==> config.mk <==
export PLATFORM = sky130hd
export DESIGN_NAME = pfs_front_end
export DESIGN_NICKNAME = d
export VERILOG_FILES = /design/src/pfs_pkg.sv /design/src/pfs_sinc3.sv /design/src/pfs_front_end.sv
export SDC_FILE = /design/constraint.sdc
export NUM_CORES = 1
export LEC_CHECK = 0
export BUFFER_PORTS_ARGS = -buffer_cell sky130_fd_sc_hd__buf_2
export CORE_UTILIZATION = 55
export CTS_CLUSTER_SIZE = 40
export DETAILED_ROUTE_END_ITERATION = 6
export PLACE_DENSITY = 0.76
export SETUP_SLACK_MARGIN = 0.02
export SLEW_MARGIN = 20
export SYNTH_ARGS = -nofsm -noshare
export SYNTH_HDL_FRONTEND = slang
export SYNTH_SLANG_ARGS = --single-unit
==> constraint.sdc <==
create_clock -name ref_clk_in -period 4.95 [get_ports ref_clk_in]
set_clock_uncertainty 0.2 [all_clocks]
set_input_delay 0.495 -clock ref_clk_in [delete_from_list [all_inputs] [get_ports ref_clk_in]]
set_output_delay 0.495 -clock ref_clk_in [all_outputs]
set_load 0.01 [all_outputs]
==> src/pfs_pkg.sv <==
package pfs_pkg;

  // ==========================================================
  // Register map (byte addresses)
  // ==========================================================
  localparam logic [7:0] PFS_CTRL_OFF   = 8'h00;
  localparam logic [7:0] PFS_STAT_OFF   = 8'h04;
  localparam logic [7:0] PFS_IRQ_OFF    = 8'h08;
  localparam logic [7:0] PFS_MASK_OFF   = 8'h0C;
  localparam logic [7:0] PFS_SENSE_OFF  = 8'h10;
  localparam logic [7:0] PFS_SINC_OFF   = 8'h14;

  // ==========================================================
  // Control field positions
  // ==========================================================
  localparam int PFS_SEL_LSB   = 0;
  localparam int PFS_LOCK_BIT  = 4;
  localparam int PFS_RPT_LSB   = 8;
  localparam int PFS_PSI5_BIT  = 12;

  // ==========================================================
  // Self-test select codes and values
  // ==========================================================
  localparam logic [3:0]  PFS_SEL_NONE = 4'h0;
  localparam logic [3:0]  PFS_SEL_CM   = 4'h1;
  localparam logic [15:0] PFS_FIX0 = 16'h0000;
  localparam logic [15:0] PFS_FIX1 = 16'hAAAA;
  localparam logic [15:0] PFS_FIX2 = 16'h5555;
  localparam logic [15:0] PFS_FIX3 = 16'hFFFF;
  localparam logic [22:0] PFS_DIG0 = 23'h008171;
  localparam logic [22:0] PFS_DIG1 = 23'h006C95;
  localparam logic [22:0] PFS_DIG2 = 23'h00807A;
  localparam logic [22:0] PFS_DIG3 = 23'h0078AC;

  // ==========================================================
  // Timing
  // ==========================================================
  localparam int PFS_CLK_MHZ      = 125;
  localparam int PFS_MOD_MHZ      = 1;
  localparam int PFS_MOD_DIV      = PFS_CLK_MHZ / PFS_MOD_MHZ;
  localparam int PFS_DEC_RATIO    = 48;
  localparam int PFS_START_US     = 1000;
  localparam int PFS_ITER_US      = 500;
  localparam int PFS_P0INIT_US    = 1000;
  localparam int PFS_START_CYC    = PFS_START_US * PFS_CLK_MHZ;
  localparam int PFS_ITER_CYC     = PFS_ITER_US * PFS_CLK_MHZ;
  localparam int PFS_P0INIT_CYC   = PFS_P0INIT_US * PFS_CLK_MHZ;
  localparam logic [3:0] PFS_RPT_RST = 4'h3;

  // ==========================================================
  // Types
  // ==========================================================
  typedef struct packed {
    logic        psi5_mode;
    logic [3:0]  retry_limit;
    logic        lock;
    logic [3:0]  sel;
  } pfs_ctrl_t;

  typedef enum logic [2:0] {
    PFS_IRQ_SAMPLE, PFS_IRQ_PASS, PFS_IRQ_FAIL
  } pfs_irq_bit_t;

endpackage

==> src/pfs_sinc3.sv <==
`timescale 1ns/1ps
module pfs_sinc3
  import pfs_pkg::*;
(
  input  wire logic               ref_clk_in,
  input  wire logic               reset_n_in,
  input  wire logic               mod_en_in,
  input  wire logic               bit_in,
  output logic signed [22:0]      word_out,
  output logic                    valid_out
);

  // ==========================================================
  // Integrators at modulator rate, combs at decimated rate
  // ==========================================================
  logic signed [22:0] int_q [3];
  logic signed [22:0] int_d [3];
  logic signed [22:0] cmb_q [3];
  logic signed [22:0] cmb_d [3];
  logic        [5:0]  cnt_q, cnt_d;
  logic signed [22:0] word_d, c0, c1, c2;
  logic               valid_d;
  logic signed [22:0] x;

  always_comb begin
    x = bit_in ? 23'sh000001 : -23'sh000001;
    int_d = int_q;
    cmb_d = cmb_q;
    cnt_d = cnt_q;
    word_d = word_out;
    valid_d = 1'b0;
    c0 = int_q[2] - cmb_q[0];
    c1 = c0 - cmb_q[1];
    c2 = c1 - cmb_q[2];
    if (mod_en_in) begin
      int_d[0] = int_q[0] + x;
      int_d[1] = int_q[1] + int_q[0];
      int_d[2] = int_q[2] + int_q[1];
      if (cnt_q == 6'(PFS_DEC_RATIO - 1)) begin
        cnt_d = 6'h00;
        cmb_d[0] = int_q[2];
        cmb_d[1] = c0;
        cmb_d[2] = c1;
        word_d = c2;
        valid_d = 1'b1;
      end else begin
        cnt_d = cnt_q + 6'h01;
      end
    end
  end

  always_ff @(posedge ref_clk_in) begin
    if (!reset_n_in) begin
      for (int i = 0; i < 3; i++) begin
        int_q[i] <= '0;
        cmb_q[i] <= '0;
      end
      cnt_q <= '0;
      word_out <= '0;
      valid_out <= 1'b0;
    end else begin
      int_q <= int_d;
      cmb_q <= cmb_d;
      cnt_q <= cnt_d;
      word_out <= word_d;
      valid_out <= valid_d;
    end
  end

endmodule

==> src/pfs_front_end.sv <==
// Behaviour
// - Fixed codes 4..7 force sense results
// - Fixed codes keep running flag set
// - Fixed codes accepted only before lock
// - PSI5 mode runs auto self-test after delay
// - Iteration timed; retry up to limit
// - Running flag clears on pass or limit
// - Fail flag cleared on pass, set on fail
// - Final fail sets error message output; sense data continues
// - Auto-test fail flag cleared only by reset
// - After test, restart baseline init phase
// - Second-order bitstream at 1 MHz, two-sample delay
// - Third-order sinc, ratio 48
// - Lock forces select zero, blocks select writes
// - Codes 12..15 substitute sinc output values
`timescale 1ns/1ps
module pfs_front_end
  import pfs_pkg::*;
#(
  parameter int START_CYC  = PFS_START_CYC,
  parameter int ITER_CYC   = PFS_ITER_CYC,
  parameter int P0INIT_CYC = PFS_P0INIT_CYC
) (
  input  wire logic        ref_clk_in,
  input  wire logic        reset_n_in,
  input  wire logic        psel,
  input  wire logic        penable,
  input  wire logic        pwrite,
  input  wire logic [7:0]  paddr,
  input  wire logic [31:0] pwdata,
  output logic      [31:0] prdata,
  output logic             pready,
  output logic             pslverr,
  input  wire logic        mod_bit_in,
  input  wire logic        cm_fail_in,
  output logic             mod_clk_out,
  output logic [15:0]      sense_out,
  output logic             selftest_fail_flag_msg_out,
  output logic             baseline_init_out,
  output logic             irq_out
);

  // ==========================================================
  // Decoding
  // ==========================================================
  function automatic logic is_fixed(input logic [3:0] s);
    return s[3:2] == 2'b01;
  endfunction

  function automatic logic is_digital(input logic [3:0] s);
    return s[3:2] == 2'b11;
  endfunction

  // ==========================================================
  // Modulator rate divider and pin sync
  // ==========================================================
  logic [6:0] div_q, div_d;
  logic       mod_en_q, mod_en_d;
  logic       mclk_q, mclk_d;
  logic [1:0] bit_sync_q;
  logic [1:0] cm_sync_q;

  always_comb begin
    div_d = div_q + 7'h01;
    mod_en_d = 1'b0;
    if (div_q == 7'(PFS_MOD_DIV - 1)) begin
      div_d = 7'h00;
      mod_en_d = 1'b1;
    end
    mclk_d = (div_q < 7'(PFS_MOD_DIV / 2));
  end

  always_ff @(posedge ref_clk_in) begin
    if (!reset_n_in) begin
      div_q <= '0;
      mod_en_q <= 1'b0;
      mclk_q <= 1'b0;
      bit_sync_q <= '0;
      cm_sync_q <= '0;
    end else begin
      div_q <= div_d;
      mod_en_q <= mod_en_d;
      mclk_q <= mclk_d;
      bit_sync_q <= {bit_sync_q[0], mod_bit_in};
      cm_sync_q <= {cm_sync_q[0], cm_fail_in};
    end
  end

  assign mod_clk_out = mclk_q;

  // ==========================================================
  // Decimation
  // ==========================================================
  logic signed [22:0] sinc_word;
  logic               sinc_valid;

  pfs_sinc3 u_sinc (
    .ref_clk_in (ref_clk_in),
    .reset_n_in (reset_n_in),
    .mod_en_in  (mod_en_q),
    .bit_in     (bit_sync_q[1]),
    .word_out   (sinc_word),
    .valid_out  (sinc_valid)
  );

  // ==========================================================
  // Self-test sequencer
  // ==========================================================
  typedef enum logic [2:0] {
    ST_WAIT, ST_ITER, ST_P0INIT, ST_DONE
  } pfs_st_t;

  pfs_st_t        st_q, st_d;
  logic [31:0]    tmr_q, tmr_d;
  logic [3:0]     tries_q, tries_d;
  logic           iter_fail_q, iter_fail_d;
  logic           auto_run_q, auto_run_d;
  logic           fail_q, fail_d;
  logic           fail_lock_q, fail_lock_d;
  logic           msg_q, msg_d;
  logic           p0_q, p0_d;
  logic           ev_pass, ev_fail;
  pfs_ctrl_t      ctrl_q, ctrl_d;
  logic [22:0]    dig_val;

  always_comb begin
    case (ctrl_q.sel[1:0])
      2'd0:    dig_val = PFS_DIG0;
      2'd1:    dig_val = PFS_DIG1;
      2'd2:    dig_val = PFS_DIG2;
      default: dig_val = PFS_DIG3;
    endcase
  end

  always_comb begin
    st_d = st_q;
    tmr_d = tmr_q;
    tries_d = tries_q;
    iter_fail_d = iter_fail_q;
    auto_run_d = auto_run_q;
    fail_d = fail_q;
    fail_lock_d = fail_lock_q;
    msg_d = msg_q;
    p0_d = p0_q;
    ev_pass = 1'b0;
    ev_fail = 1'b0;
    case (st_q)
      ST_WAIT: begin
        if (tmr_q >= 32'(START_CYC - 1)) begin
          st_d = ctrl_q.psi5_mode ? ST_ITER : ST_DONE;
          tmr_d = '0;
          auto_run_d = ctrl_q.psi5_mode;
          iter_fail_d = 1'b0;
        end else begin
          tmr_d = tmr_q + 32'h1;
        end
      end
      ST_ITER: begin
        if (cm_sync_q[1]) begin
          iter_fail_d = 1'b1;
        end
        if (tmr_q >= 32'(ITER_CYC - 1)) begin
          tmr_d = '0;
          if (!iter_fail_d) begin
            auto_run_d = 1'b0;
            fail_d = fail_lock_q;
            ev_pass = 1'b1;
            st_d = ST_P0INIT;
            p0_d = 1'b1;
          end else if (tries_q >= ctrl_q.retry_limit) begin
            auto_run_d = 1'b0;
            fail_d = 1'b1;
            fail_lock_d = 1'b1;
            msg_d = 1'b1;
            ev_fail = 1'b1;
            st_d = ST_P0INIT;
            p0_d = 1'b1;
          end else begin
            tries_d = tries_q + 4'h1;
            iter_fail_d = 1'b0;
          end
        end else begin
          tmr_d = tmr_q + 32'h1;
        end
      end
      ST_P0INIT: begin
        if (tmr_q >= 32'(P0INIT_CYC - 1)) begin
          p0_d = 1'b0;
          st_d = ST_DONE;
        end else begin
          tmr_d = tmr_q + 32'h1;
        end
      end
      ST_DONE: st_d = ST_DONE;
      default: st_d = ST_DONE;
    endcase
  end

  always_ff @(posedge ref_clk_in) begin
    if (!reset_n_in) begin
      st_q <= ST_WAIT;
      tmr_q <= '0;
      tries_q <= '0;
      iter_fail_q <= 1'b0;
      auto_run_q <= 1'b0;
      fail_q <= 1'b0;
      fail_lock_q <= 1'b0;
      msg_q <= 1'b0;
      p0_q <= 1'b0;
    end else begin
      st_q <= st_d;
      tmr_q <= tmr_d;
      tries_q <= tries_d;
      iter_fail_q <= iter_fail_d;
      auto_run_q <= auto_run_d;
      fail_q <= fail_d;
      fail_lock_q <= fail_lock_d;
      msg_q <= msg_d;
      p0_q <= p0_d;
    end
  end

  // ==========================================================
  // Sense result path
  // ==========================================================
  logic [15:0] sense_q, sense_d;
  logic [22:0] sinc_q, sinc_d;
  logic        run_flag;

  assign run_flag = auto_run_q || is_fixed(ctrl_q.sel);

  always_comb begin
    sense_d = sense_q;
    sinc_d = sinc_q;
    if (is_fixed(ctrl_q.sel)) begin
      case (ctrl_q.sel[1:0])
        2'd0:    sense_d = PFS_FIX0;
        2'd1:    sense_d = PFS_FIX1;
        2'd2:    sense_d = PFS_FIX2;
        default: sense_d = PFS_FIX3;
      endcase
    end else if (sinc_valid) begin
      sinc_d = is_digital(ctrl_q.sel) ? dig_val : sinc_word;
      sense_d = is_digital(ctrl_q.sel) ? dig_val[15:0]
                                       : sinc_word[22:7];
    end
  end

  always_ff @(posedge ref_clk_in) begin
    if (!reset_n_in) begin
      sense_q <= '0;
      sinc_q <= '0;
    end else begin
      sense_q <= sense_d;
      sinc_q <= sinc_d;
    end
  end

  // ==========================================================
  // APB registers and interrupts
  // ==========================================================
  logic [2:0]  irq_st_q, irq_st_d, irq_mask_q, irq_mask_d;
  logic [31:0] rdata_d;
  logic        rdy_d, err_d, irq_d, wr, rd_ok;
  logic [2:0]  ev;

  assign ev = {ev_fail, ev_pass, sinc_valid};
  assign wr = psel && penable && pwrite && pready;

  always_comb begin
    ctrl_d = ctrl_q;
    irq_st_d = irq_st_q;
    irq_mask_d = irq_mask_q;
    rdy_d = psel && penable && !pready;
    rd_ok = paddr inside {PFS_CTRL_OFF, PFS_STAT_OFF, PFS_IRQ_OFF,
                          PFS_MASK_OFF, PFS_SENSE_OFF, PFS_SINC_OFF};
    err_d = rdy_d && !rd_ok;
    rdata_d = prdata;
    if (wr && paddr == PFS_CTRL_OFF) begin
      ctrl_d.psi5_mode = pwdata[PFS_PSI5_BIT];
      ctrl_d.retry_limit = pwdata[PFS_RPT_LSB +: 4];
      ctrl_d.lock = ctrl_q.lock | pwdata[PFS_LOCK_BIT];
      if (!ctrl_q.lock && !pwdata[PFS_LOCK_BIT]) begin
        ctrl_d.sel = pwdata[PFS_SEL_LSB +: 4];
      end
    end
    if (ctrl_d.lock) begin
      ctrl_d.sel = PFS_SEL_NONE;
    end
    if (wr && paddr == PFS_IRQ_OFF) begin
      irq_st_d = irq_st_q & ~pwdata[2:0];
    end
    if (wr && paddr == PFS_MASK_OFF) begin
      irq_mask_d = pwdata[2:0];
    end
    irq_st_d = irq_st_d | ev;
    if (rdy_d && !pwrite) begin
      case (paddr)
        PFS_CTRL_OFF:  rdata_d = {19'h0, ctrl_q[9:5], 3'h0, ctrl_q[4:0]};
        PFS_STAT_OFF:  rdata_d = {26'h0, p0_q, msg_q, fail_q,
                                  run_flag, tries_q[1:0]};
        PFS_IRQ_OFF:   rdata_d = {29'h0, irq_st_q};
        PFS_MASK_OFF:  rdata_d = {29'h0, irq_mask_q};
        PFS_SENSE_OFF: rdata_d = {16'h0, sense_q};
        PFS_SINC_OFF:  rdata_d = {9'h0, sinc_q};
        default:       rdata_d = 32'h0;
      endcase
    end
    irq_d = |(irq_st_q & irq_mask_q);
  end

  always_ff @(posedge ref_clk_in) begin
    if (!reset_n_in) begin
      ctrl_q <= '{psi5_mode: 1'b0, retry_limit: PFS_RPT_RST,
                  lock: 1'b0, sel: PFS_SEL_NONE};
      irq_st_q <= '0;
      irq_mask_q <= '0;
      prdata <= '0;
      pready <= 1'b0;
      pslverr <= 1'b0;
      irq_out <= 1'b0;
    end else begin
      ctrl_q <= ctrl_d;
      irq_st_q <= irq_st_d;
      irq_mask_q <= irq_mask_d;
      prdata <= rdata_d;
      pready <= rdy_d;
      pslverr <= err_d;
      irq_out <= irq_d;
    end
  end

  assign sense_out = sense_q;
  assign selftest_fail_flag_msg_out = msg_q;
  assign baseline_init_out = p0_q;

endmodule

Word level (Yosys, flattened, before mapping)
Cells that the tools add are included.
Cells by class
  add/sub/neg operators: 10
  $lt $le $gt $ge: 4
  equal/unequal tests: 19
  multiplexer cells: 47
  bitwise gates (word level): 8
  reductions and logical operators: 39
Operator list (count)
  $pmux 23 s6: 1
  $mux 32: 3
  $pmux 16 s3: 2
  $pmux 32 s3: 1
  $add 23x23->23: 3
  $sub 23x23->23: 3
  $mux 16: 3
  $mux 23: 2
  $add 32x1->32 const B: 1
  $ge 32x16->1 const B: 1
  $ge 32x17->1 const B: 1
  $mux 1: 21
  $reduce_and 4->1: 5
  $mux 3: 6
  $eq 8x4->1 const B: 2
  $eq 8x5->1 const B: 2
  $reduce_and 2->1: 6
  $logic_and 1x1->1: 10
  $pmux 3 s3: 1
  $eq 8x3->1 const B: 1
  $logic_not 8->1: 1
  $ne 2x2->1 const B: 4
  $add 7x1->7 const B: 1
  $eq 7x7->1 const B: 1
  31 further kinds: 45
Word-level totals
  bits in registers: 315
  input port bits: 47
  output and inout bits: 54
  word-level logic and storage cells: 161

Depth between registers and ports, before layout
Gate-level depths: netlist of the first run.
  word-level depth: 6
  gate-level depth with buffers: 30
  mapped depth without buffers: 30

By module
From an unflattened synthesis of the first run, not the netlist that was laid out.
Second synthesis, totals
  cells, all modules: 2318
  area total of the unflattened synthesis: 18465.2 sq um
Modules (own cells, without submodules)
  pfs_sinc3: times used 1, cells an instance 1588, area each 12249.2 sq um, sequential area each 3363.2 sq um
  pfs_front_end: times used 1, cells an instance 730, area each 6216.0 sq um, sequential area each 2742.6 sq um

Least setup slack after synthesis of the first run
OpenSTA, ideal clock, no wires.
  kind: register -> register
  start point: reg u_sinc.int_q[0] (netlist name)
  end point: reg u_sinc.word_out[22]
  setup time: 117 ps
  arrival: 5100 ps
  required time: 4633 ps
  slack: -467 ps
  stages on the path, launching flop included: 31
  buffers on the path: 0
  clock period less this slack: 5417 ps
  cells stage by stage: dfxtp_1 -> inv_1 -> ha_1 -> inv_1 -> fa_1 -> a211oi_1 -> o21ai_0 -> nand3_1 -> nand2_1 -> a21oi_1 -> o21bai_1 -> a21oi_1 -> xnor2_1 -> ha_1 -> o21ai_0 -> o21bai_1 -> nor2_1 -> a31oi_4 -> a21o_1 -> a21oi_1 -> xnor2_1 -> ha_1 -> a21oi_1 -> o21ai_0 -> a31oi_1 -> o311a_1 -> o21bai_1 -> a21oi_1 -> xnor2_1 -> xnor2_1 -> a22o_1
Between the ends
  cells in the longest elaborated chain, start to end: 3
RTL lines
  start: declaration: line pfs_sinc3.sv:16  | logic signed [22:0] int_q [3];
  start signal: assignment: line pfs_sinc3.sv:62  | int_q <= int_d;
  $sub 23x23->23: line pfs_sinc3.sv:32  | c0 = int_q[2] - cmb_q[0];
  net u_sinc.c0[12]: line pfs_sinc3.sv:21  | logic signed [22:0] word_d, c0, c1, c2;
  $sub 23x23->23: line pfs_sinc3.sv:33  | c1 = c0 - cmb_q[1];
  net u_sinc.c1[16]: line pfs_sinc3.sv:21
  $sub 23x23->23: line pfs_sinc3.sv:34  | c2 = c1 - cmb_q[2];
  end signal: assignment: line pfs_sinc3.sv:65  | word_out <= word_d;
  end: declaration: line pfs_sinc3.sv:9  | output logic signed [22:0] word_out,
The timed path passes the listed nets, and every way through them passes these cells.
A chain may end at the register's enable or synchronous reset.

Worst setup path in the final report of the first run
Ends and elaborated chain as after synthesis.

==> metrics.csv, run 1 <==
metric;value;unit
status;finished, violations left;
violations;setup timing;
synthCells;2262;
power_density;258;nW/um2
antenna_found_initial;0;
die-area;33600;um2
wl_per_cell;15.5;um
yosysUniqueCellTypes;88;
dp_cells;2791;
drive_gt1_frac;0.169;
clkSlewWorstSetupHoldPaths;60;ps
initial_utilization;0.565;
root_buffer;clkbuf_16;
setup_tns;-2700;ps
ys_seq_area_frac;0.338;
min_period;5500;ps
rows;65;
path_common_cell;a21oi_2;
ys_warn_count;0;
port_buffers;69;
synth_edf_count;0;
drt_wl_total;44700;um
hold_violations;0;
cts_tree;built;
cts_buffers;34;
nets;2632;
fin_area;21500;um2
min_period_over_period;1.11;
power.leakage;8.73;nW
setup_violations;9;
cpPeakStageDelay;430;ps
post-route-worst-setup-slack;-547;ps
die_h;183;um
synthFlopType;dfxtp_1;
setup.worst_path.start_class;flip-flop;
whs;28.2;ps
max-vdd-ir-drop;0.000240;V
via_per_inst;5.75;
dpl_cell_area;19500;um2
diodes;0;
drtIter0Drc;1161;
critical_path_arrival;5700;ps
num_vias;16630;
instances_no_fill;2891;
worstSetupPathType;flip-flop to flip-flop;
total_power;5.55;mW
cp_max_fo;4;
final_cell_mix;300 x dfxtp_1, 272 x nand2_1, 245 x nor2_1;
hpwl;29500;um
synth-seq-cells;305;
grt_max_degree;125;
grt_pass1_wl;72300;um
max-cap-violations;0;
tightest_slew;1010;ps
pre_cts_ws;-476;ps
cp_slowest_cell;o311a_1;
min_path_type;input port to flip-flop;
grt_pass1_vias;15643;
h-tree-depth;2;
async_reset_ff_frac;0;
cts_buffer_depth;3;
firstDrtPassIters;5;
synth_area;18100;um2
gp_congestion;0.915;
slew_headroom;0.327;
utilization;0.673;
clk_latency;530;ps
track_usage;0.253;
crit_path_end_kind;flip-flop;
syn_to_final_growth;19.2;%
boundaryPins;101;
syn_area_per_cell;7.98;um2
overflow;0;
drc;0;
die_x;183;um
rsz0062_at_grt;yes;
cp.required;5160;ps
cts.sinks;305;
ant_nets;0;
mostFrequentLayoutCell;dfxtp_1;
core-area;32000;um2
slew_violations;0;
max_clock_freq;182;MHz
==> synth_stat cells, drive strengths merged (13+ instances only) <==
cell type	number	area share
ha	145	0.10
o21bai	21	0.0089
nand3	66	0.018
mux2i	48	0.027
a22oi	29	0.012
inv	119	0.025
nand4	21	0.0076
nand2b	20	0.0069
nor3	39	0.011
o211ai	13	0.0054
a21o	36	0.015
and3	17	0.0059
xor2	41	0.020
dfxtp	305	0.34
a31oi	21	0.0081
buf	26	0.0073
nand2	275	0.057
and2	17	0.0059
clkbuf	75	0.016
nor2	254	0.053
a21oi	237	0.067
or3	18	0.0062
o21a	29	0.012
mux2	17	0.011
xnor2	86	0.042
nor2b	22	0.0076
o21ai	109	0.030
a211oi	38	0.017
==> sequential cells by signal, indices dropped and copies added (netlist names), 2 cells and up <==
signal	count
st_q	2
u_sinc.word_out	23
tmr_q	32
prdata	23
tries_q	4
bit_sync_q	2
u_sinc.cmb_q	69
sinc_q	23
irq_mask_q	3
ctrl_q	10
u_sinc.cnt_q	6
sense_out	16
div_q	7
irq_st_q	3
cm_sync_q	2
u_sinc.int_q	69
==> layer usage <==
layer,part of all wire,GRT usage
met2,0.50,0.466
met3,0.041,0.0338
met1,0.43,0.301
met5,0,0
met4,0.027,0.0797
==> report_power, final <==
part	switching [mW]	total [mW]	internal, mW
sequential	0.0252	2.50	2.48
combinational	0.210	0.311	0.101
clock	1.04	2.74	1.69
==> layout make-up <==
cell class	count	area, um2
tap	435	544
timing repair buffer	229	1580
fill	2545	10400
sequential	305	6120
multi-input combinational	1745	11600
inverter	119	452
clock inverter	15	273
clock buffer	43	926
==> logic make-up after synthesis <==
group / after synthesis / share of synthesized area
and+or+nand+nor: 789 / 0.196
DFF: 305 / 0.338
adders and majority gates: 151 / 0.107
other: 1 / 0.000208
buffers and inverters: 220 / 0.0477
muxes: 65 / 0.0372
AOI/OAI and AO/OA: 603 / 0.210
xor gates and xnor gates: 128 / 0.0629
==> what timing repair did <==
action,in CTS,in global routing
gates resized for setup,29,71
endpoints found under the setup margin,11,13
cloned,0,0
setup buffers,20,20
hold buffers,2,0
pin swaps,45,60
hold endpoints to repair,2,0
==> critical path, delay by kind of cell (launching register included) <==
kind | cells | cell delay [ps]
AOI/OAI and AO/OA | 14 | 2510
xor gates and xnor gates | 4 | 550
adders and majority gates | 4 | 1160
buffers and inverters | 3 | 200
DFF | 1 | 320
and+or+nand+nor | 4 | 460
==> path summary, 6_finish.rpt <==
path / from / endpoint / slack [ps] / depth (start not counted)
setup / recovery: u_sinc.int_q[0] / u_sinc.word_out[22] / -550 / 29
hold / removal: pwdata[9] / ctrl_q[6] / 30 / 3
setup reg to reg: u_sinc.int_q[0] / u_sinc.word_out[22] / -550 / 29
hold reg to reg: bit_sync_q[0] / bit_sync_q[1] / 250 / 1
Power figures use the tool's default switching activity.
==> run 2, diff against run 1 <==
--- a/config.mk
+++ b/config.mk
@@ -10,7 +10,9 @@
 export CTS_CLUSTER_SIZE = 40
 export DETAILED_ROUTE_END_ITERATION = 6
 export PLACE_DENSITY = 0.76
-export SETUP_SLACK_MARGIN = 0.02
+export REMOVE_ABC_BUFFERS = 1
+export SETUP_SLACK_MARGIN = 0.2
+export SKIP_LAST_GASP = 1
 export SLEW_MARGIN = 20
 export SYNTH_ARGS = -nofsm -noshare
 export SYNTH_HDL_FRONTEND = slang
==> run 2 against run 1 <==
  * The flow finishes with violations (DRC, setup timing)
  * First-iteration DRC count decreased by 5.9%
  * Critical path depth is 2 higher
  * Highest routed layer unchanged
  * Flip-flop and latch count is the same
  * Combinational power hardly changed
  * Largest power group unchanged
  * Maximum frequency down 0.10%
  * Count of clock-buffer cells in the layout up 10
  * Cell area hardly changed
  * Cell count is the same
  * Worst hold slack lost 11 ps
  * Register-to-register slack is essentially flat
  * Die area is the same
  * Critical path type unchanged
  * Sequential power about the same
==> metrics.csv, run 2 (synthesized netlist as in run 1, its figures left out) <==
metric;value;unit;change
p_sw;1.25;mW;-2.1%
initial_utilization;0.565;;unchanged
syn_to_final_growth;19.2;%;about the same
drc;4;;+4
r2r-end;u_sinc.word_out[20];;
antenna_found_initial;0;;unchanged
min_path_type;input port to flip-flop;;
die-area;33600;um2;unchanged
ant_nets;0;;unchanged
p_int;4.15;mW;-2.7%
overflow;0;;unchanged
critical_path_arrival;5670;ps;-30 ps
grt_max_degree;144;;+15%
rsz0062_at_grt;yes;;
final_cell_mix;300 x dfxtp_1, 272 x nand2_1, 244 x nor2_1;;
max-cap-violations;0;;unchanged
crit_start;u_sinc.int_q[0];;
power_density;251;nW/um2;-2.6%
cts_tree;built;;
mostFrequentLayoutCell;dfxtp_1;;
max_clock_freq;182;MHz;-0.10%
seqPwrFrac;0.462;;+0.011
clk_latency;520;ps;about the same
rows;65;;unchanged
drive_gt1_frac;0.169;;+0.000407
port_buffers;69;;unchanged
firstDrtPassIters;7;;+2
tightest_slew;1040;ps;+31.8 ps
setup_violations;8;;-1
die_h;183;um;unchanged
gp_congestion;0.893;;-2.4%
post-route-worst-setup-slack;-552;ps;-5.78 ps
slew_violations;0;;unchanged
grt_pass1_wl;69600;um;-3.7%
endpoint;u_sinc.word_out[20];;
diodes;0;;unchanged
worstSetupPathType;flip-flop to flip-flop;;
clkSlewWorstSetupHoldPaths;60;ps;about the same
grt_pass1_vias;15448;;-1.2%
max-vdd-ir-drop;0.000250;V;+4.1%
rr_worst_depth;31;;+6.9%
root_buffer;clkbuf_16;;
min_period;5500;ps;+5.78 ps
clock_power_share;0.480;;-0.013
dp_cells;2793;;+0.072%
cpPeakStageDelay;370;ps;-60 ps
cp.required;5120;ps;-40 ps
setup.worst_path.start_class;flip-flop;;
die_x;183;um;unchanged
via_per_inst;5.64;;-1.9%
instances_no_fill;2891;;unchanged
nets;2630;;-0.076%
wl_per_cell;14.6;um;-5.9%
status;finished, violations left;;
hpwl;27600;um;-6.4%
utilization;0.673;;about the same
hold_violations;0;;unchanged
swShare;0.232;;+0.00109
cts.sinks;305;;unchanged
min_period_over_period;1.11;;+0.00117
setup_tns;-2080;ps;+617 ps
drtIter0Drc;1093;;-5.9%
crit_path_end_kind;flip-flop;;
timing.rr.start;u_sinc.int_q[0];;
violations;DRC, setup timing;;
drt_wl_total;42100;um;-5.9%
reg.largest.list;u_sinc.cmb_q (69), u_sinc.int_q (69), tmr_q (32);;
cp_max_fo;3;;-1
num_vias;16311;;-1.9%
power.leakage;8.70;nW;-0.44%
r2r_setup_slack;-550;ps;about the same
combPwrFrac;0.058;;+0.002
track_usage;0.242;;-0.0103
h-tree-depth;2;;unchanged
cts_buffers;35;;+2.9%
core-area;32000;um2;unchanged
slew_headroom;0.304;;-0.0238
cts_buffer_depth;3;;unchanged
boundaryPins;101;;unchanged
whs;17.6;ps;-10.6 ps
cp_slowest_cell;fa_2;;
-- run 2: changes by cell type in the layout (fill, tap and decap cells not counted), moves of 3 or more --
cell,delta
ha_1,-5
xnor2_2,-4
xnor2_1,+4
clkinv_2,-3
clkbuf_8,+7
bufinv_16,-5
ha_4,+5
buf_4,-6
-- run 2: cell type report --
cell class	instances	area [um2]
clock inverters	8	109
repair buffers	226	1580
multi-input cells	1745	11700
fillers	2530	10400
well taps	435	544
inverters	119	452
flip-flops and latches	305	6120
clock buffers	53	1050
-- run 2: worst min-delay path by stage --
stage | start | to | slack (ps) | depth (start not counted)
detailed placement | cm_sync_q[0] | cm_sync_q[1] | 220 | 1
global route | pwdata[9] | ctrl_q[6] | 10 | 3
global placement | bit_sync_q[0] | bit_sync_q[1] | 210 | 1
finish | pwdata[8] | ctrl_q[5] | 20 | 3
CTS | pwdata[8] | ctrl_q[5] | 4 | 3
floorplan | bit_sync_q[0] | bit_sync_q[1] | 210 | 1
-- run 2: metal layers --
layer	vias up	track usage	share of wire
met5	-	0	0
met4	0	0.0737	0.025
met3	87	0.0304	0.044
met2	404	0.453	0.50
met1	7554	0.286	0.44
li1	8266	-	-
-- run 2: critical path, delay by kind of cell, from the launching register on --
family,cells,cell delay (ps)
AO/OA/AOI/OAI,12,1700
adder cells (fa/ha/maj),4,1170
AND/OR/NAND/NOR,8,1130
buffers and inverters,5,480
XOR/XNOR,2,360
flip-flops,1,320
-- run 2: what timing repair did --
action | CTS | global route
setup endpoints to repair | 16 | 17
hold buffers | 2 | 0
gates cloned | 0 | 0
pin swaps | 83 | 74
resized for setup | 59 | 65
setup buffers | 16 | 18
hold endpoints to repair | 2 | 0
-- run 2: power groups by stage --
stage	Combinational, mW	Clock, mW	Sequential [mW]
floorplan	0.204	0	2.55
global placement	0.287	0	2.55
detailed placement	0.298	0	2.55
CTS	0.300	2.64	2.50
global route	0.349	2.74	2.50
finish	0.311	2.60	2.50
-- run 2: stage by stage --
step                power (mW)  instance area (um2)  worst slack [ps]
floorplan                 2.75                17700             -3700
global placement          2.84                19500              -699
detailed placement        2.85                19500              -889
CTS                       5.44                21000              -544
global route              5.59                21500              -864
finish                    5.41                21500              -552
